<file path="src/hdl/ccrpm_pkg.sv">
// Purpose: shared constants for core clock, reset and power mode control
// Assumes: one core clock; all state machines one-hot
// Notes:   mode codes drive the POWER_MODE status output
package ccrpm_pkg;

   typedef enum logic [6:0] {
      ST_RESET = 7'h01,
      ST_RUN   = 7'h02,
      ST_DRAIN = 7'h04,
      ST_STOP  = 7'h08,
      ST_IDLE  = 7'h10,
      ST_DORM  = 7'h20,
      ST_WAKE  = 7'h40
   } ccrpm_state_e;

   // power mode status codes
   localparam int         MODE_W       = 3;
   localparam logic [2:0] MODE_RUN     = 3'h1;
   localparam logic [2:0] MODE_STANDBY = 3'h2;
   localparam logic [2:0] MODE_DORMANT = 3'h4;

   // gated functional units
   localparam int         N_UNITS_DEF  = 4;

   // synchroniser lanes and their reset values
   localparam int         SYNC_W        = 3;
   localparam int         SYNC_CORE_RST = 0;
   localparam int         SYNC_IRQ      = 1;
   localparam int         SYNC_FIQ      = 2;
   // core reset held, both interrupts idle
   localparam logic [2:0] SYNC_RST_VAL  = 3'h6;

endpackage

</file>
<file path="src/hdl/ccrpm_dbg.sv">
// Purpose: debug reset domain, halt request capture, debug bus strobe
// Assumes: debug reset and bus enable are synchronous to the core clock
// Notes:   never sees the core reset; runs on the ungated clock
`timescale 1ns/100ps
`default_nettype none
module ccrpm_dbg
   import ccrpm_pkg::*;
(
   // clock, reset, enable
   input  wire logic clk,
   input  wire logic rst,
   input  wire logic ce,
   // debug domain inputs
   input  wire logic dbg_rst_n,
   input  wire logic dbg_bus_en,
   input  wire logic halt_cmd,
   input  wire logic halt_taken,
   input  wire logic ext_req,
   // debug domain outputs
   output var  logic dbg_req,
   output var  logic dbg_rst,
   output var  logic dbg_stb
);

   typedef struct packed {
      logic halt_pend;
      logic req;
      logic rst_o;
      logic stb;
   } ccrpm_dbg_s;

   localparam ccrpm_dbg_s D_RST = '{halt_pend: 1'b0, req: 1'b0,
                                    rst_o: 1'b1, stb: 1'b0};

   ccrpm_dbg_s d_reg;
   ccrpm_dbg_s d_next;

   always_comb begin
      d_next       = d_reg;
      d_next.rst_o = !dbg_rst_n;
      d_next.stb   = dbg_bus_en;
      if (!dbg_rst_n) begin
         d_next.halt_pend = 1'b0;
         d_next.req       = 1'b0;
      end else begin
         // a halt taken in the same cycle as a new command stays pending
         d_next.halt_pend = (d_reg.halt_pend & ~halt_taken)
                          | (halt_cmd & dbg_bus_en);
         d_next.req       = d_next.halt_pend | ext_req;
      end
   end

   always_ff @(posedge clk or posedge rst) begin
      if (rst) begin
         d_reg <= D_RST;
      end else if (ce) begin
         d_reg <= d_next;
      end
   end

   assign dbg_req = d_reg.req;
   assign dbg_rst = d_reg.rst_o;
   assign dbg_stb = d_reg.stb;
endmodule
`default_nettype wire

</file>
<file path="src/hdl/ccrpm_sync.sv">
// Purpose: two-flop synchroniser for asynchronous pins
// Assumes: each lane is an independent level
// Notes:   first stage feeds only the second stage
`timescale 1ns/100ps
`default_nettype none
module ccrpm_sync
   import ccrpm_pkg::*;
#(
   parameter int               WIDTH   = SYNC_W,
   parameter logic [WIDTH-1:0] RST_VAL = SYNC_RST_VAL
) (
   // clock, reset, enable
   input  wire logic             clk,
   input  wire logic             rst,
   input  wire logic             ce,
   // asynchronous in, synchronous out
   input  wire logic [WIDTH-1:0] d,
   output var  logic [WIDTH-1:0] q
);

   typedef struct packed {
      logic [WIDTH-1:0] meta;
      logic [WIDTH-1:0] sync;
   } ccrpm_sync_s;

   ccrpm_sync_s s_reg;
   ccrpm_sync_s s_next;

   always_comb begin
      s_next      = s_reg;
      s_next.meta = d;
      s_next.sync = s_reg.meta;
   end

   always_ff @(posedge clk or posedge rst) begin
      if (rst) begin
         s_reg <= {RST_VAL, RST_VAL};
      end else if (ce) begin
         s_reg <= s_next;
      end
   end

   assign q = s_reg.sync;

endmodule
`default_nettype wire

</file>
<file path="src/hdl/ccrpm_top.sv">
// Purpose: core clock gating, reset domains and Run/Standby/Dormant control
// Assumes: pipeline reports wait instructions and outstanding accesses
// Notes:   all outputs registered; CE low freezes every flop
`timescale 1ns/100ps
`default_nettype none

module ccrpm_top
   import ccrpm_pkg::*;
#(
   parameter int N_UNITS = N_UNITS_DEF
) (
   // clock, reset, enable
   input  wire logic               CLK_SYS,
   input  wire logic               RST,
   input  wire logic               CE,
   // reset pins
   input  wire logic               CORE_RESET_N,
   input  wire logic               DEBUG_LOGIC_RESET_N,
   // interrupt, wake and clamp pins
   input  wire logic               NORMAL_INTERRUPT_N,
   input  wire logic               FAST_INTERRUPT_N,
   input  wire logic               EXTERNAL_DEBUG_REQUEST,
   input  wire logic               EVENT_WAKE_IN,
   input  wire logic               RAM_ISOLATION_CLAMP,
   // bus clock enables
   input  wire logic               SYSTEM_BUS_CLOCK_ENABLE,
   input  wire logic               DEBUG_BUS_CLOCK_ENABLE,
   // pipeline side
   input  wire logic               WAIT_INTERRUPT_INSTR,
   input  wire logic               WAIT_EVENT_INSTR,
   input  wire logic               MEM_ACCESS_PENDING,
   input  wire logic               DEBUG_HALT_CMD,
   input  wire logic               DEBUG_HALT_TAKEN,
   input  wire logic [N_UNITS-1:0] UNIT_BUSY,
   // standby handshake
   output var  logic               WAIT_INTERRUPT_IDLE_OUT,
   output var  logic               WAIT_EVENT_IDLE_OUT,
   output var  logic               WAIT_INSTR_DONE,
   output var  logic [MODE_W-1:0]  POWER_MODE,
   // clock gating and strobes
   output var  logic               CORE_CLOCK_ENABLE,
   output var  logic [N_UNITS-1:0] UNIT_CLOCK_ENABLE,
   output var  logic               SYSTEM_BUS_STROBE,
   output var  logic               DEBUG_BUS_STROBE,
   // barrier and retention
   output var  logic               BARRIER_BUSY,
   output var  logic               RAM_INPUT_BLOCK,
   // reset and debug
   output var  logic               CORE_RESET_OUT,
   output var  logic               DEBUG_RESET_OUT,
   output var  logic               DEBUG_REQUEST_OUT
);

   typedef struct packed {
      ccrpm_state_e       st;
      logic               wfe_kind;
      logic               evt_pend;
      logic               cke;
      logic               wfi_o;
      logic               wfe_o;
      logic               done;
      logic               core_rst;
      logic               bus_stb;
      logic               ram_blk;
      logic               barrier;
      logic [MODE_W-1:0]  mode;
      logic [N_UNITS-1:0] unit_en;
   } ccrpm_core_s;

   localparam ccrpm_core_s C_RST = '{
      st:       ST_RESET,
      wfe_kind: 1'b0,
      evt_pend: 1'b0,
      cke:      1'b1,
      wfi_o:    1'b0,
      wfe_o:    1'b0,
      done:     1'b0,
      core_rst: 1'b1,
      bus_stb:  1'b0,
      ram_blk:  1'b0,
      barrier:  1'b0,
      mode:     MODE_RUN,
      unit_en:  '0
   };

   ccrpm_core_s         c_reg;
   ccrpm_core_s         c_next;
   logic [SYNC_W-1:0]   sync_q;
   logic                core_ok;
   logic                irq_any;
   logic                wake_any;
   logic                dbg_req;

   // only the core reset and the two interrupt pins are asynchronous
   ccrpm_sync #(
      .WIDTH   (SYNC_W),
      .RST_VAL (SYNC_RST_VAL)
   ) u_sync (
      .clk (CLK_SYS),
      .rst (RST),
      .ce  (CE),
      .d   ({FAST_INTERRUPT_N, NORMAL_INTERRUPT_N, CORE_RESET_N}),
      .q   (sync_q)
   );

   // debug side sits on the ungated clock so halts work in Standby
   ccrpm_dbg u_dbg (
      .clk        (CLK_SYS),
      .rst        (RST),
      .ce         (CE),
      .dbg_rst_n  (DEBUG_LOGIC_RESET_N),
      .dbg_bus_en (DEBUG_BUS_CLOCK_ENABLE),
      .halt_cmd   (DEBUG_HALT_CMD),
      .halt_taken (DEBUG_HALT_TAKEN),
      .ext_req    (EXTERNAL_DEBUG_REQUEST),
      .dbg_req    (dbg_req),
      .dbg_rst    (DEBUG_RESET_OUT),
      .dbg_stb    (DEBUG_BUS_STROBE)
   );

   assign core_ok = sync_q[SYNC_CORE_RST];
   assign irq_any = !sync_q[SYNC_IRQ] || !sync_q[SYNC_FIQ];

   always_comb begin
      c_next      = c_reg;
      c_next.done = 1'b0;
      // masked or not, any interrupt and any debug request wake Standby, unless a clamp in interrupt-wait takes it to Dormant
      wake_any    = irq_any || dbg_req
                 || (c_reg.wfe_kind && c_reg.evt_pend);
      // events latch; a new event beats a same-cycle consume
      c_next.evt_pend = c_reg.evt_pend | EVENT_WAKE_IN;

      case (c_reg.st)
         ST_RESET: begin
            c_next.st = ST_RUN;
         end
         ST_RUN: begin
            if (WAIT_INTERRUPT_INSTR) begin
               c_next.wfe_kind = 1'b0;
               c_next.st       = ST_DRAIN;
            end else if (WAIT_EVENT_INSTR) begin
               if (c_reg.evt_pend) begin
                  // pending event: the wait completes at once
                  c_next.evt_pend = EVENT_WAKE_IN;
                  c_next.done     = 1'b1;
               end else begin
                  c_next.wfe_kind = 1'b1;
                  c_next.st       = ST_STOP;
               end
            end
         end
         ST_DRAIN: begin
            // barrier: earlier accesses finish before clocks stop
            if (!MEM_ACCESS_PENDING) begin
               c_next.st = ST_STOP;
            end
         end
         ST_STOP: begin
            c_next.st = ST_IDLE;
         end
         ST_IDLE: begin
            // a clamp means the controller chose power-down
            if (!c_reg.wfe_kind && RAM_ISOLATION_CLAMP) begin
               c_next.st = ST_DORM;
            end else if (wake_any) begin
               c_next.st = ST_WAKE;
               if (c_reg.wfe_kind) begin
                  c_next.evt_pend = EVENT_WAKE_IN;
               end
            end
         end
         ST_DORM: begin
            c_next.st = ST_DORM;
         end
         ST_WAKE: begin
            c_next.st   = ST_RUN;
            c_next.done = 1'b1;
         end
         default: begin
            c_next.st = ST_RESET;
         end
      endcase

      // core reset overrides every mode, Dormant included
      if (!core_ok) begin
         c_next.st       = ST_RESET;
         c_next.evt_pend = 1'b0;
         c_next.done     = 1'b0;
      end

      // outputs follow the next state so they leave flops directly
      c_next.cke      = (c_next.st == ST_RESET)
                     || (c_next.st == ST_RUN)
                     || (c_next.st == ST_DRAIN)
                     || (c_next.st == ST_WAKE);
      c_next.wfi_o    = !c_next.wfe_kind
                     && ((c_next.st == ST_IDLE)
                      || (c_next.st == ST_DORM));
      c_next.wfe_o    = c_next.wfe_kind
                     && (c_next.st == ST_IDLE);
      c_next.core_rst = (c_next.st == ST_RESET);
      c_next.barrier  = (c_next.st == ST_DRAIN);
      c_next.bus_stb  = SYSTEM_BUS_CLOCK_ENABLE
                     && c_next.cke;
      // retained arrays are fenced off while the core is unpowered
      c_next.ram_blk  = RAM_ISOLATION_CLAMP
                     || (c_next.st == ST_DORM);
      c_next.unit_en  = UNIT_BUSY
                      & {N_UNITS{c_next.cke}};

      case (c_next.st)
         ST_STOP,
         ST_IDLE: begin
            c_next.mode = MODE_STANDBY;
         end
         ST_DORM: begin
            c_next.mode = MODE_DORMANT;
         end
         default: begin
            c_next.mode = MODE_RUN;
         end
      endcase
   end

   // single clock for the whole block
   always_ff @(posedge CLK_SYS or posedge RST) begin
      if (RST) begin
         c_reg <= C_RST;
      end else if (CE) begin
         c_reg <= c_next;
      end
   end

   assign WAIT_INTERRUPT_IDLE_OUT = c_reg.wfi_o;
   assign WAIT_EVENT_IDLE_OUT     = c_reg.wfe_o;
   assign WAIT_INSTR_DONE         = c_reg.done;
   assign POWER_MODE              = c_reg.mode;
   assign CORE_CLOCK_ENABLE       = c_reg.cke;
   assign UNIT_CLOCK_ENABLE       = c_reg.unit_en;
   assign SYSTEM_BUS_STROBE       = c_reg.bus_stb;
   assign BARRIER_BUSY            = c_reg.barrier;
   assign RAM_INPUT_BLOCK         = c_reg.ram_blk;
   assign CORE_RESET_OUT          = c_reg.core_rst;
   assign DEBUG_REQUEST_OUT       = dbg_req;
endmodule
`default_nettype wire

</file>
<file path="config.mk">
export PLATFORM = sky130hd
export DESIGN_NAME = ccrpm_top
export DESIGN_NICKNAME = d
export VERILOG_FILES = /design/src/hdl/ccrpm_pkg.sv /design/src/hdl/ccrpm_dbg.sv /design/src/hdl/ccrpm_sync.sv /design/src/hdl/ccrpm_top.sv
export SDC_FILE = /design/constraint.sdc
export NUM_CORES = 1
export LEC_CHECK = 0
export BUFFER_PORTS_ARGS = -buffer_cell sky130_fd_sc_hd__buf_2
export CORE_MARGIN = 5
export CORE_UTILIZATION = 58
export CTS_BUF_LIST = sky130_fd_sc_hd__clkbuf_16
export DETAILED_ROUTE_END_ITERATION = 8
export MAX_ROUTING_LAYER = met4
export PLACE_DENSITY = 0.84
export SLEW_MARGIN = 20
export SYNTH_ARGS = -nofsm -noshare
export SYNTH_HDL_FRONTEND = slang
export SYNTH_SLANG_ARGS = --single-unit
</file>
<file path="constraint.sdc">
create_clock -name CLK_SYS -period 2.9 [get_ports CLK_SYS]
set_input_delay 0.725 -clock CLK_SYS [delete_from_list [all_inputs] [get_ports CLK_SYS]]
set_output_delay 0.725 -clock CLK_SYS [all_outputs]
set_load 0.05 [all_outputs]
</file>
==> summary.md <==
| Metric | Value |
|---|---|
| Status | `completed` |
| Crit-path slowest cell | `dfrtp_1` |
| CTS clk-pin slew, worst paths | `50 ps` |
| Detailed Routing Iterations Pass 1 | `4` |
| Pwr Total | `1.37 mW` |
| CTS Buf Count | `5` |
| Hold slack final | `487 ps` |
| Worst Reg2Reg Path Length in Cells | `5` |
| Asr flop ratio synth | `1.00` |
| Slew margin rel. | `0.718` |
| Final wirelength | `4070 um` |
| Post-route ant nets | `0` |
| H-tree Lvls | `2` |
| FF-to-FF setup slack | `980 ps` |
| Clock sinks | `34` |
| Antenna Cells | `0` |
| Slew Viols, Final | `0` |
| Wirelength per Cell | `18.0 um` |
| Final WS setup | `985 ps` |
| Post-Synth Simple-Gate Area | `0.201` |
| Non-filler cells, final | `226` |
| Core Area | `3000 um^2` |
| Mux contribution to synthesized area | `0.0783` |
| Req. time, crit path | `3100 ps` |
| Pre-CTS WS | `793 ps` |
| FF-to-FF Start | `c_reg[21]` |
| Number of global-route vias before repair | `1489` |
| Worst-path fanout max | `8` |
| Design Area, Final | `2080 um^2` |
| Post-Syn Nets | `180` |
| Nets | `213` |
| Root buf cell | `clkbuf_16` |
| Fmax | `522 MHz` |
| Synthesized area per cell | `11.3 um^2` |
| Share of cells above drive strength 1 | `0.389` |
| Max Cap Violations | `0` |
| DP HPWL | `3040 um` |
| Worst VDD drop | `0.398 mV` |
| Worst setup path end | `POWER_MODE[0]` |
| Bufs on Longest Clock Path | `2` |
| Period Utilization, post-route | `0.660` |
| Initial core utilization | `0.596` |
| EDFF count, synth | `0` |
| CTS tree | `built` |
| Worst-Skew Late Latency | `280 ps` |
| Most frequent cells in the layout | `38 x buf_2, 25 x dfrtp_1, 13 x nand2_1` |
| DRC viols | `0` |
| CP peak stage delay | `560 ps` |
| Area of the multi-input gates | `802 um^2` |
| Cell Chain, Critical Path | `nor4b_2 -> nand3_1 -> o21ai_0 -> nand3_2 -> a21oi_1` |
| Post-Synthesis Cell Area | `1790 um^2` |
| Critical path class | `reg2reg` |
| Largest register FFs | `9` |
| RePlAce Congestion | `0.940` |
| Boundary Pins | `39` |
| Register area share after synthesis | `0.482` |
| Initial antenna violation count | `0` |
| Total grt overflow | `0` |
| Top_reg_cell synth | `dfrtp_1` |
| Area post-placement | `1930 um^2` |
| Final worst path period need | `1920 ps` |
| Post-CTS sizing | `0` |
| Pwr Density | `660 nW/um^2` |
| Final core occ | `0.691` |
| Clk_skew | `2.12 ps` |
| Pleak | `0.941 nW` |
| Count of final setup violators | `0` |
| Worst Hold Path Cells | `1` |
| First-pass GRT wire length | `6890 um` |
| Yosys Warn Count | `0` |
| Yosys cell types | `52` |
| DIE HEIGHT | `65.5 um` |
| Adder-Cell Fraction of Synth Area | `0` |
| # Post-CTS Setup Buffers | `0` |
| Worst Setup Start Kind | `flop` |
| Reg2reg end | `POWER_MODE[0]` |
| Routed vias/inst | `6.08` |
| RSZ-0062 raised after global routing | `false` |
| Crit path from | `c_reg[21]` |
| Die area | `4300 um^2` |
| Number of port buffers | `38` |
| Yosys reg bits | `34` |
| Placed Cells incl. Taps | `218` |
| Count of final hold-check violations | `0` |
| CP Capture Type | `flop` |
| Largest net degree at the start of global routing | `35` |
| Final setup TNS | `0 ps` |
| GRT Resource Usage Total | `0.219` |
| Compound-Gate Fraction of Synth Area | `0.164` |
| WP data arrival | `2110 ps` |
| Tightest Pin Transition | `419 ps` |
| Initial DRC Count | `78` |
| Die X | `65.5 um` |
| Routed via count | `1373` |
| Hold_buf cts | `0` |
| Rows | `20` |
| Cells after Synth | `159` |
| Tightest Hold Check Type | `reg2reg` |
| Largest family of logic cells by synthesized area | `simple AND/OR/NAND/NOR gates` |
| Register area | `862 um^2` |
| Fillers | `235` |
| P&R area growth vs syn | `16.0%` |
| Most common cell after layout, fill and taps aside | `buf_2` |
| Post-Synth XOR/XNOR Area | `0.00490` |
==> where the power goes <==
| group | internal (mW) | switching (mW) | total, mW |
|---|---|---|---|
| Combinational | 0.0956 | 0.175 | 0.271 |
| Clock | 0.317 | 0.197 | 0.514 |
| Sequential | 0.533 | 0.0521 | 0.586 |
| Total | 0.946 | 0.424 | 1.37 |
==> worst max-delay path: cells and delay by family (launching register included) <==
| kind | cells | cell delay [ps] |
|---|---|---|
| simple gates | 3 | 770 |
| flops | 1 | 560 |
| compound gates | 2 | 500 |
==> metal layers <==
layer,GRT usage,routed length (um),up-vias
met4,0.109,117,0
met5,-,0,-
met2,0.367,2110,42
met1,0.244,1620,681
li1,-,-,637
met3,0.0513,229,13
==> cell usage after synthesis (2+ instances only) <==
| master | n | share of area |
|---|---|---|
| a22oi_1 | 2 | 0.0084 |
| inv_1 | 5 | 0.010 |
| or2b_1 | 2 | 0.0084 |
| nand2_1 | 13 | 0.027 |
| nor2b_1 | 2 | 0.0070 |
| a22o_1 | 2 | 0.0098 |
| mux2i_1 | 5 | 0.028 |
| dfrtp_1 | 25 | 0.35 |
| buf_4 | 7 | 0.029 |
| o21ai_0 | 8 | 0.022 |
| dfstp_2 | 9 | 0.13 |
| nand3_1 | 5 | 0.014 |
| nor3b_1 | 3 | 0.013 |
| nor3_1 | 2 | 0.0056 |
| o2bb2ai_1 | 5 | 0.024 |
| a21oi_1 | 8 | 0.022 |
| nor4b_4 | 2 | 0.027 |
| nor2_1 | 5 | 0.010 |
| mux2_2 | 8 | 0.050 |
| o21a_1 | 4 | 0.017 |
| buf_6 | 3 | 0.019 |
| nand2b_1 | 2 | 0.0070 |
| a21o_1 | 2 | 0.0084 |
| and3b_1 | 2 | 0.0098 |
==> cell type report <==
cell class	count	share of cell area
multi-input cells	106	0.386
clock inverters	3	0.0102
well taps	33	0.0199
repair buffers	40	0.0989
flip-flops and latches	34	0.415
inverters	5	0.00904
clock buffers	5	0.0603
==> cell families after synthesis <==
logic type,Yosys count
and+or+nand+nor,50
AOI/OAI and AO/OA,42
xor gates and xnor gates,1
buffers and inverters,19
DFF,34
muxes,13
==> worst min-delay path by stage <==
stage	from	to	slack [ps]
after floorplan	POWER_MODE[2]	POWER_MODE[2]	450
after global placement	POWER_MODE[2]	POWER_MODE[2]	460
after detailed placement	POWER_MODE[2]	POWER_MODE[2]	470
after CTS	POWER_MODE[2]	POWER_MODE[2]	490
after global routing	WAIT_INSTR_DONE	WAIT_INSTR_DONE	520
final	POWER_MODE[2]	POWER_MODE[2]	490
(Power assumes the default switching activity.)
